===== src/rtl/thbp_regs.svh =====
/*
 * Register map constants for the timer host bus port.
 * Assumes inclusion by the port logic only; definitions only.
 */
`ifndef THBP_REGS_SVH
`define THBP_REGS_SVH

`define THBP_DB_W 16
`define THBP_NUM_CNT 5
`define THBP_PTR_W 5
`define THBP_BYTE_W 8
`define THBP_AUX_LSB 8
`define THBP_AUX_MSB 12
`define THBP_HOLD_LSB 13
`define THBP_HOLD_MSB 15
`define THBP_HOLD_HIGH 3'h7
`define THBP_PTR_CMD_MSB 7
`define THBP_PTR_CMD_LSB 5
`define THBP_PTR_CMD_CODE 3'h0
`define THBP_CMD_BUS_WIDE 8'he8
`define THBP_MM_PTR 5'h17
`define THBP_STATUS_PTR 5'h1f
`define THBP_MM_WIDTH_BIT 14
`define THBP_PTR_RST 5'h00
`define THBP_CMD_RST 8'h00
`define THBP_DB_RST 16'h0000
`define THBP_OE_OFF 16'hffff
`define THBP_OE_WIDE 16'h0000
`define THBP_OE_NARROW 16'hff00
`define THBP_AUX_IDLE 5'h1f
`define THBP_SYNC_CTL_IDLE 4'he
`define THBP_DB_IDLE 16'hff00

`endif


===== src/rtl/thbp_pkg.sv =====
/*
 * Types shared by the timer host bus port.
 * Assumes nothing of its surroundings.
 */
package thbp_pkg;

  // Strobe handling states, one bit changes per step from idle
  typedef enum logic [1:0] {
    THBP_ST_IDLE = 2'h0,
    THBP_ST_RD = 2'h1,
    THBP_ST_WR = 2'h2
  } thbp_state_t;

endpackage : thbp_pkg


===== src/rtl/thbp_reg_mem.sv =====
/*
 * Internal register store reached through the data port pointer.
 * Assumes one synchronous write port and a registered read at the pointer.
 */
`timescale 1ns/1ns
module thbp_reg_mem #(
  parameter int ADDR_W = 5,
  parameter int DATA_W = 16
) (
  input wire logic clk_i,
  input wire logic rst_n_i,
  input wire logic we_i,
  input wire logic [ADDR_W-1:0] waddr_i,
  input wire logic [DATA_W-1:0] wdata_i,
  input wire logic [ADDR_W-1:0] raddr_i,
  output logic [DATA_W-1:0] rdata_o
);

  logic [DATA_W-1:0] mem_reg [0:(1<<ADDR_W)-1];

  always_ff @(posedge clk_i) begin
    if (we_i) begin
      mem_reg[waddr_i] <= wdata_i;
    end
  end

  // Write-through so a read right after a write sees new data
  always_ff @(posedge clk_i or negedge rst_n_i) begin
    if (!rst_n_i) begin
      rdata_o <= '0;
    end else if (we_i && waddr_i == raddr_i) begin
      rdata_o <= wdata_i;
    end else begin
      rdata_o <= mem_reg[raddr_i];
    end
  end

endmodule : thbp_reg_mem


===== src/rtl/thbp_host_port.sv =====
/*
 * Host parallel bus port of a five counter timing controller.
 * Assumes strobes and data bus arrive asynchronously and are sampled
 * on clk_i; counter logic sits outside and reads the outputs here.
 */
`timescale 1ns/1ns
`include "thbp_regs.svh"
module thbp_host_port #(
  parameter int NUM_CNT = `THBP_NUM_CNT,
  parameter int DB_W = `THBP_DB_W,
  parameter int PTR_W = `THBP_PTR_W
) (
  input wire logic clk_i,
  input wire logic rst_n_i,
  input wire logic cs_n_i,
  input wire logic rd_n_i,
  input wire logic wr_n_i,
  input wire logic ctrl_sel_i,
  input wire logic [DB_W-1:0] db_i,
  output logic [DB_W-1:0] db_o,
  output logic [DB_W-1:0] db_oe_n_o,
  input wire logic [7:0] status_i,
  input wire logic [NUM_CNT-1:0] count_source_input_i,
  input wire logic [NUM_CNT-1:0] gate_i,
  input wire logic [NUM_CNT-1:0] counter_out_i,
  input wire logic divided_freq_i,
  output logic [NUM_CNT-1:0] count_source_o,
  output logic [NUM_CNT-1:0] gate_o,
  output logic [NUM_CNT-1:0] counter_out_o,
  output logic divided_freq_output_o,
  output logic [NUM_CNT-1:0] aux_gate_line_n_o,
  output logic bus_width_bit_o,
  output logic [7:0] cmd_o,
  output logic cmd_valid_o,
  output logic [PTR_W-1:0] ptr_o,
  output logic reg_wr_valid_o,
  output logic [PTR_W-1:0] reg_wr_addr_o,
  output logic [DB_W-1:0] reg_wr_data_o
);

  ////////////////////////////////////////////////////////////////////////////
  // Input synchronisers

  localparam int SYNC_W = 4 + DB_W + 2 * NUM_CNT;

  logic [SYNC_W-1:0] sync1_reg;
  logic [SYNC_W-1:0] sync2_reg;
  logic cs_n_s;
  logic rd_n_s;
  logic wr_n_s;
  logic ctrl_s;
  logic [DB_W-1:0] db_s;

  always_ff @(posedge clk_i or negedge rst_n_i) begin
    if (!rst_n_i) begin
      sync1_reg <= {`THBP_SYNC_CTL_IDLE, `THBP_DB_IDLE, {(2*NUM_CNT){1'b0}}};
      sync2_reg <= {`THBP_SYNC_CTL_IDLE, `THBP_DB_IDLE, {(2*NUM_CNT){1'b0}}};
    end else begin
      sync1_reg <= {cs_n_i, rd_n_i, wr_n_i, ctrl_sel_i, db_i, count_source_input_i, gate_i};
      sync2_reg <= sync1_reg;
    end
  end

  assign cs_n_s = sync2_reg[SYNC_W-1];
  assign rd_n_s = sync2_reg[SYNC_W-2];
  assign wr_n_s = sync2_reg[SYNC_W-3];
  assign ctrl_s = sync2_reg[SYNC_W-4];
  assign db_s = sync2_reg[2*NUM_CNT +: DB_W];

  // Pin side counter signals to counter logic
  always_ff @(posedge clk_i or negedge rst_n_i) begin
    if (!rst_n_i) begin
      count_source_o <= '0;
      gate_o <= '0;
      counter_out_o <= '0;
      divided_freq_output_o <= 1'b0;
    end else begin
      count_source_o <= sync2_reg[NUM_CNT +: NUM_CNT];
      gate_o <= sync2_reg[0 +: NUM_CNT];
      counter_out_o <= counter_out_i;
      divided_freq_output_o <= divided_freq_i;
    end
  end

  ////////////////////////////////////////////////////////////////////////////
  // Strobe qualification and access state

  logic rd_q;
  logic wr_q;
  logic rd_fire;
  logic wr_fire;
  thbp_pkg::thbp_state_t state_reg;
  thbp_pkg::thbp_state_t state_next;

  assign rd_q = !cs_n_s && !rd_n_s;
  assign wr_q = !cs_n_s && !wr_n_s;
  // Overlapping strobes are left alone
  assign rd_fire = (state_reg == thbp_pkg::THBP_ST_IDLE) && rd_q && !wr_q;
  assign wr_fire = (state_reg == thbp_pkg::THBP_ST_IDLE) && wr_q && !rd_q;

  always_comb begin
    state_next = state_reg;
    unique case (state_reg)
      thbp_pkg::THBP_ST_IDLE: begin
        if (rd_fire) begin
          state_next = thbp_pkg::THBP_ST_RD;
        end else if (wr_fire) begin
          state_next = thbp_pkg::THBP_ST_WR;
        end
      end
      thbp_pkg::THBP_ST_RD: begin
        if (!rd_q) begin
          state_next = thbp_pkg::THBP_ST_IDLE;
        end
      end
      thbp_pkg::THBP_ST_WR: begin
        if (!wr_q) begin
          state_next = thbp_pkg::THBP_ST_IDLE;
        end
      end
      default: begin
        state_next = thbp_pkg::THBP_ST_IDLE;
      end
    endcase
  end

  always_ff @(posedge clk_i or negedge rst_n_i) begin
    if (!rst_n_i) begin
      state_reg <= thbp_pkg::THBP_ST_IDLE;
    end else begin
      state_reg <= state_next;
    end
  end

  ////////////////////////////////////////////////////////////////////////////
  // Control port: command, pointer and width

  logic ptr_load;
  logic wide_cmd;
  logic data_wr;
  logic mem_we;
  logic [DB_W-1:0] mem_wdata;
  logic [DB_W-1:0] mem_rdata;
  logic byte_hi_reg;
  logic [7:0] low_byte_reg;

  assign ptr_load = wr_fire && ctrl_s &&
    (db_s[`THBP_PTR_CMD_MSB:`THBP_PTR_CMD_LSB] == `THBP_PTR_CMD_CODE);
  assign wide_cmd = wr_fire && ctrl_s && (db_s[7:0] == `THBP_CMD_BUS_WIDE) &&
    (db_s[`THBP_HOLD_MSB:`THBP_HOLD_LSB] == `THBP_HOLD_HIGH);
  assign data_wr = wr_fire && !ctrl_s;
  assign mem_we = data_wr && (bus_width_bit_o || byte_hi_reg);
  assign mem_wdata = bus_width_bit_o ? db_s : {db_s[7:0], low_byte_reg};

  always_ff @(posedge clk_i or negedge rst_n_i) begin
    if (!rst_n_i) begin
      cmd_o <= `THBP_CMD_RST;
      cmd_valid_o <= 1'b0;
    end else begin
      cmd_valid_o <= wr_fire && ctrl_s && !ptr_load;
      if (wr_fire && ctrl_s && !ptr_load) begin
        cmd_o <= db_s[7:0];
      end
    end
  end

  always_ff @(posedge clk_i or negedge rst_n_i) begin
    if (!rst_n_i) begin
      ptr_o <= `THBP_PTR_RST;
    end else if (ptr_load) begin
      ptr_o <= db_s[PTR_W-1:0];
    end
  end

  always_ff @(posedge clk_i or negedge rst_n_i) begin
    if (!rst_n_i) begin
      bus_width_bit_o <= 1'b0;
    end else if (wide_cmd) begin
      bus_width_bit_o <= 1'b1;
    end else if (mem_we && ptr_o == `THBP_MM_PTR) begin
      bus_width_bit_o <= mem_wdata[`THBP_MM_WIDTH_BIT];
    end
  end

  // Narrow bus: low byte first, high byte commits the word
  always_ff @(posedge clk_i or negedge rst_n_i) begin
    if (!rst_n_i) begin
      byte_hi_reg <= 1'b0;
      low_byte_reg <= 8'h00;
    end else if (ptr_load) begin
      byte_hi_reg <= 1'b0;
    end else if (!bus_width_bit_o && ((data_wr) || (rd_fire && !ctrl_s))) begin
      byte_hi_reg <= !byte_hi_reg;
      if (data_wr && !byte_hi_reg) begin
        low_byte_reg <= db_s[7:0];
      end
    end
  end

  always_ff @(posedge clk_i or negedge rst_n_i) begin
    if (!rst_n_i) begin
      reg_wr_valid_o <= 1'b0;
      reg_wr_addr_o <= `THBP_PTR_RST;
      reg_wr_data_o <= `THBP_DB_RST;
    end else begin
      reg_wr_valid_o <= mem_we;
      if (mem_we) begin
        reg_wr_addr_o <= ptr_o;
        reg_wr_data_o <= mem_wdata;
      end
    end
  end

  thbp_reg_mem #(
    .ADDR_W(PTR_W),
    .DATA_W(DB_W)
  ) u_mem (
    .clk_i(clk_i),
    .rst_n_i(rst_n_i),
    .we_i(mem_we),
    .waddr_i(ptr_o),
    .wdata_i(mem_wdata),
    .raddr_i(ptr_o),
    .rdata_o(mem_rdata)
  );

  ////////////////////////////////////////////////////////////////////////////
  // Read path and bus drive

  logic [DB_W-1:0] rd_word;
  logic [DB_W-1:0] rd_bus;

  always_comb begin
    if (ctrl_s || ptr_o == `THBP_STATUS_PTR) begin
      rd_word = {8'h00, status_i};
    end else begin
      rd_word = mem_rdata;
    end
    if (bus_width_bit_o) begin
      rd_bus = rd_word;
    end else begin
      rd_bus = {8'h00, byte_hi_reg ? rd_word[15:8] : rd_word[7:0]};
    end
  end

  always_ff @(posedge clk_i or negedge rst_n_i) begin
    if (!rst_n_i) begin
      db_o <= `THBP_DB_RST;
      db_oe_n_o <= `THBP_OE_OFF;
    end else if (rd_fire) begin
      db_o <= rd_bus;
      db_oe_n_o <= bus_width_bit_o ? `THBP_OE_WIDE : `THBP_OE_NARROW;
    end else if (!rd_q) begin
      db_oe_n_o <= `THBP_OE_OFF;
    end
  end

  // Upper lines as gate enables in narrow mode
  always_ff @(posedge clk_i or negedge rst_n_i) begin
    if (!rst_n_i) begin
      aux_gate_line_n_o <= `THBP_AUX_IDLE;
    end else if (bus_width_bit_o) begin
      aux_gate_line_n_o <= `THBP_AUX_IDLE;
    end else begin
      aux_gate_line_n_o <= db_s[`THBP_AUX_MSB:`THBP_AUX_LSB];
    end
  end

  ////////////////////////////////////////////////////////////////////////////
  // Checks

  a_float_no_cs: assert property (@(posedge clk_i) disable iff (!rst_n_i)
    $past(cs_n_s) |-> db_oe_n_o == `THBP_OE_OFF)
    else $error("bus driven without chip select");
  a_drive_on_read: assert property (@(posedge clk_i) disable iff (!rst_n_i)
    rd_fire |=> db_oe_n_o != `THBP_OE_OFF && db_o == $past(rd_bus))
    else $error("qualified read not driven");
  a_narrow_upper: assert property (@(posedge clk_i) disable iff (!rst_n_i)
    !bus_width_bit_o |-> db_oe_n_o[15:8] == 8'hff)
    else $error("upper lines driven in narrow mode");
  a_status_read: assert property (@(posedge clk_i) disable iff (!rst_n_i)
    rd_fire && ctrl_s && bus_width_bit_o |=> db_o == {8'h00, $past(status_i)})
    else $error("control read not status");
  a_cmd_once: assert property (@(posedge clk_i) disable iff (!rst_n_i)
    cmd_valid_o |=> !cmd_valid_o)
    else $error("command issued twice");
  a_ptr_load: assert property (@(posedge clk_i) disable iff (!rst_n_i)
    ptr_load |=> ptr_o == $past(db_s[PTR_W-1:0]) && !cmd_valid_o)
    else $error("pointer not loaded");
  a_no_wr_no_cs: assert property (@(posedge clk_i) disable iff (!rst_n_i)
    cs_n_s |=> !reg_wr_valid_o && !cmd_valid_o)
    else $error("write taken without chip select");
  a_data_wr_addr: assert property (@(posedge clk_i) disable iff (!rst_n_i)
    mem_we |=> reg_wr_valid_o && reg_wr_addr_o == $past(ptr_o))
    else $error("data write to wrong location");
  a_wide_cmd: assert property (@(posedge clk_i) disable iff (!rst_n_i)
    wide_cmd |=> bus_width_bit_o)
    else $error("width command ignored");
  a_aux_wide: assert property (@(posedge clk_i) disable iff (!rst_n_i)
    $past(bus_width_bit_o) |-> aux_gate_line_n_o == `THBP_AUX_IDLE)
    else $error("aux gate active in wide mode");

endmodule : thbp_host_port


===== config.mk =====
export PLATFORM = sky130hd
export DESIGN_NAME = thbp_host_port
export DESIGN_NICKNAME = d
export VERILOG_FILES = /design/src/rtl/thbp_pkg.sv /design/src/rtl/thbp_reg_mem.sv /design/src/rtl/thbp_host_port.sv
export VERILOG_INCLUDE_DIRS = /design/src /design/src/rtl
export SDC_FILE = /design/constraint.sdc
export NUM_CORES = 1
export LEC_CHECK = 0
export BUFFER_PORTS_ARGS = -buffer_cell sky130_fd_sc_hd__buf_2
export CAP_MARGIN = 20
export CELL_PAD_IN_SITES_DETAIL_PLACEMENT = 1
export CELL_PAD_IN_SITES_GLOBAL_PLACEMENT = 1
export CORE_ASPECT_RATIO = 0.6
export CORE_MARGIN = 2
export CORE_UTILIZATION = 57
export DETAILED_ROUTE_END_ITERATION = 12
export HOLD_SLACK_MARGIN = 0.05
export PLACE_DENSITY_LB_ADDON = 0.1
export SYNTH_ARGS = -nofsm -noshare
export SYNTH_HDL_FRONTEND = slang
export SYNTH_SLANG_ARGS = --single-unit

===== constraint.sdc =====
create_clock -name clk_i -period 5.7 [get_ports clk_i]
set_clock_uncertainty 0.15 [all_clocks]
set_input_delay 0 -clock clk_i [delete_from_list [all_inputs] [get_ports clk_i]]
set_output_delay 0 -clock clk_i [all_outputs]
set_load 0.02 [all_outputs]

==> flow_summary_export.csv <==
group,metric,value,unit
logic_synthesis,syn_avg_cell_area,18.1,um2
timing,finalSetupViolations,0,
cts,post_cts_resized,0,
place,port_buffers,135,
finish,multiInputGateArea,5520,um2
run,drv_cap,0,
worst_setup_path,worst-path-buf-inv,1,
route,vias,14509,
route,ant_nets,0,
cts,cts_root_buf,"clkbuf_16",
worst_setup_path,start_kind,"flop",
route,m1WireLength,29.1,mm
cts,clk_pin_slew,0.07,ns
route,vias_per_cell,6.41,
logic_synthesis,syn_area,25500,um2
worst_setup_path,crit_type,"flop to flop",
place,gp_congestion,0.905,
logic_synthesis,synthAdderAreaFrac,0,
global_route,grt_max_degree,117,
timing,finalCritPeriodShare,0.640,
timing,period_needed,3.65,ns
route,dr_wl_met2,34.3,mm
worst_setup_path,cp-end-kind,"flop",
floorplan,start_util,0.583,
power,power.leakage,10.4,nW
logic_synthesis,syn-num-nets,1451,
logic_synthesis,netlist_instances,1405,
place,placed_cells,2070,
timing,hold_slack,0.0974,ns
finish,final_util,0.680,
logic_synthesis,synth_edf_count,512,
timing,max_freq,274,MHz
global_route,overflow,0,
cts,cts_setup_buffers,0,
hold_path,hold_class,"input port to flop",
floorplan,dieArea,46500,um2
global_route,grt_use_total,0.317,
floorplan,rows,59,
place,place_hpwl,41.8,mm
logic_synthesis,synthArstFlopShare,0.241,
cts,cts_buffer_depth,3,
global_route,grt_antenna_before_repair,3,
logic_synthesis,synthSimpleGateAreaFrac,0.0454,
timing,slew_violations,0,
route,drt_first_iter_violations,1969,
power,power.total,11.9,mW
cts,cts.sink_count,675,
route,wl,72.5,mm
worst_setup_path,crit_required,6.06,ns
finish,antennaDiodeCount,0,
floorplan,die_w,277,um
cts,numCtsBuffers,58,
route,wl_per_cell,32.0,um
floorplan,die_h,168,um
cts,htree_levels,2,
worst_setup_path,crit_chain,"buf_12 > mux2i_1 > o22ai_1 > a211oi_1 > nand4_1 > o22a_1",
global_route,grt_pass1_wl,106,mm
worst_setup_path,critPathTopFamily,"compound AO/OA/AOI/OAI gates",
timing,worstMarginPinSlew,1.15,ns
finish,stdcell_count,2262,
global_route,grt_pass1_vias,15281,
route,firstDrtPassIters,5,
worst_setup_path,max_stage_delay,0.81,ns
route,top_layer_used,"met5",
logic_synthesis,ys_seq_area_frac,0.765,
logic_synthesis,yosysWarnings,0,
timing,slew-limit-headroom,0.226,
logic_synthesis,synth_xor_area_frac,0.000344,
cts,clock_latency,0.63,ns
power,p_per_area,401,nW/um2
worst_setup_path,slowest_stage,"a211oi_1",
timing,hold_viol,0,
logic_synthesis,synth_compound_area_frac,0.0458,
logic_synthesis,synth.distinct_cells,55,
timing,rsz0062_at_grt,"false",
finish,fillerInstances,3675,
floorplan,pin_count,136,
floorplan,core,43700,um2
logic_synthesis,ys_seq_elements,675,
cts,tritoncts,"yes",
finish,nNetsFinal,1683,
logic_synthesis,synth.area.mux_share,0.124,
timing,finalSetupTns,0,ns
route,met3_length,7.18,mm
run_status,status,"completed",
finish,syn_to_final_growth,16.6,%
logic_synthesis,synthFlopType,"edfxtp_1",
worst_setup_path,cp_data_arrival_time,4.01,ns
worst_setup_path,cp_max_fo,116,
route,drc_errors,0,
finish,regArea,19500,um2
finish,largest_reg_flops,512,
logic_synthesis,synth_top_family_by_area,"multiplexers",
finish,drive_gt1_frac,0.272,
power,peakVddDrop,354,uV
-- cells by family (layout without fill, tap and decap cells) --
| group | after synthesis | after routing |
|---|---|---|
| buffers and inverters | 101 | 379 |
| multiplexers | 226 | 226 |
| flip-flops | 675 | 675 |
| AO/OA/AOI/OAI | 168 | 168 |
| AND/OR/NAND/NOR | 234 | 234 |
| XOR/XNOR | 1 | 1 |
-- layout make-up --
cell class	instances	share of cell area
flip-flops and latches	675	0.656
well taps	579	0.0244
multi-input cells	629	0.186
clock inverters	33	0.0132
clock buffers	73	0.0533
repair buffers	269	0.0666
inverters	4	0.000505
-- where the power goes --
| part | internal (mW) | switching [mW] |
|---|---|---|
| logic | 0.509 | 1.22 |
| clock network | 2.37 | 1.83 |
| registers | 5.80 | 0.196 |
-- worst reg2reg max path: cells and delay by family (launching register included) --
| family | cells | cell delay (ns) |
|---|---|---|
| multiplexers | 1 | 0.62 |
| buffers and inverters | 1 | 0.54 |
| AND/OR/NAND/NOR | 1 | 0.24 |
| flip-flops | 1 | 0.79 |
| AO/OA/AOI/OAI | 3 | 1.20 |
-- cell usage after synthesis, drive strengths merged (2+ instances only) --
cell	count	area (um2)
a2111oi	2	17.5
a211oi	17	128
a21oi	35	175
a221oi	14	123
a22o	10	87.6
a22oi	14	105
a31oi	3	18.8
and2	4	25.0
and3	2	12.5
and4b	2	20.0
buf	55	332
clkbuf	42	158
dfrtp	134	3350
dfstp	29	762
edfxtp	512	15400
inv	3	11.3
mux2	65	732
mux2i	96	961
mux4	65	1460
nand2	49	184
nand2b	22	138
nand3	15	75.1
nand3b	4	30.0
nand4	15	93.8
nor2	82	308
nor2b	5	31.3
nor3	16	101
o21ai	23	115
o22a	14	123
o22ai	15	93.8
o32ai	14	123
or2	7	43.8
or3	4	25.0
or4b	2	20.0
-- repair_timing --
item                                    4_1_cts  5_1_grt
endpoints found under the hold margin       128        0
endpoints found under the setup margin        0        0
hold buffers                                 83        0
-- layer usage --
layer	global-route usage	up-vias
met1	0.446	7706
met5	0	-
li1	-	5940
met2	0.496	734
met3	0.0881	127
met4	0.0836	2
-- through the flow --
step | instance area, um2 | worst slack (ns)
global placement | 26800 | 2.17
CTS | 29600 | 1.96
detailed placement | 26800 | 2.01
global route | 29700 | 2.00
finish | 29700 | 2.05
floorplan | 25500 | 2.34
-- final timing paths --
kind                                   startpoint                    endpoint  slack (ns)  cells after the start
min reg2reg                sync1_reg[7]$_DFF_PN0_      sync2_reg[7]$_DFF_PN0_        0.19                      0
min                                   status_i[6]         db_o[6]$_DFFE_PN0P_         0.1                      4
max in group asynchronous                 rst_n_i     sync1_reg[21]$_DFF_PN1_        4.31                      5
max reg2reg                  ptr_o[0]$_DFFE_PN0P_  u_mem.rdata_o[5]$_DFF_PN0_        2.05                      6
min in group asynchronous                 rst_n_i     sync2_reg[18]$_DFF_PN1_        0.39                      3
max                          ptr_o[0]$_DFFE_PN0P_  u_mem.rdata_o[5]$_DFF_PN0_        2.05                      6
-- layout by cell type (no fill, tap or decap), types with 11 or more instances in the layout --
cell,count
clkbuf_16,59
a221oi_1,14
o21ai_0,22
buf_2,134
edfxtp_1,512
nor2_1,82
dlygate4sd3_1,82
mux2i_1,96
a21oi_1,35
o22ai_1,15
mux4_2,65
o32ai_1,14
nand3_1,15
nand2b_1,22
nand2_1,49
dfstp_2,29
a22oi_1,14
a211oi_1,17
nand4_1,15
mux2_2,65
buf_4,46
clkinv_2,11
dfrtp_1,131
o22a_1,14
Power figures use the tool's default switching activity.
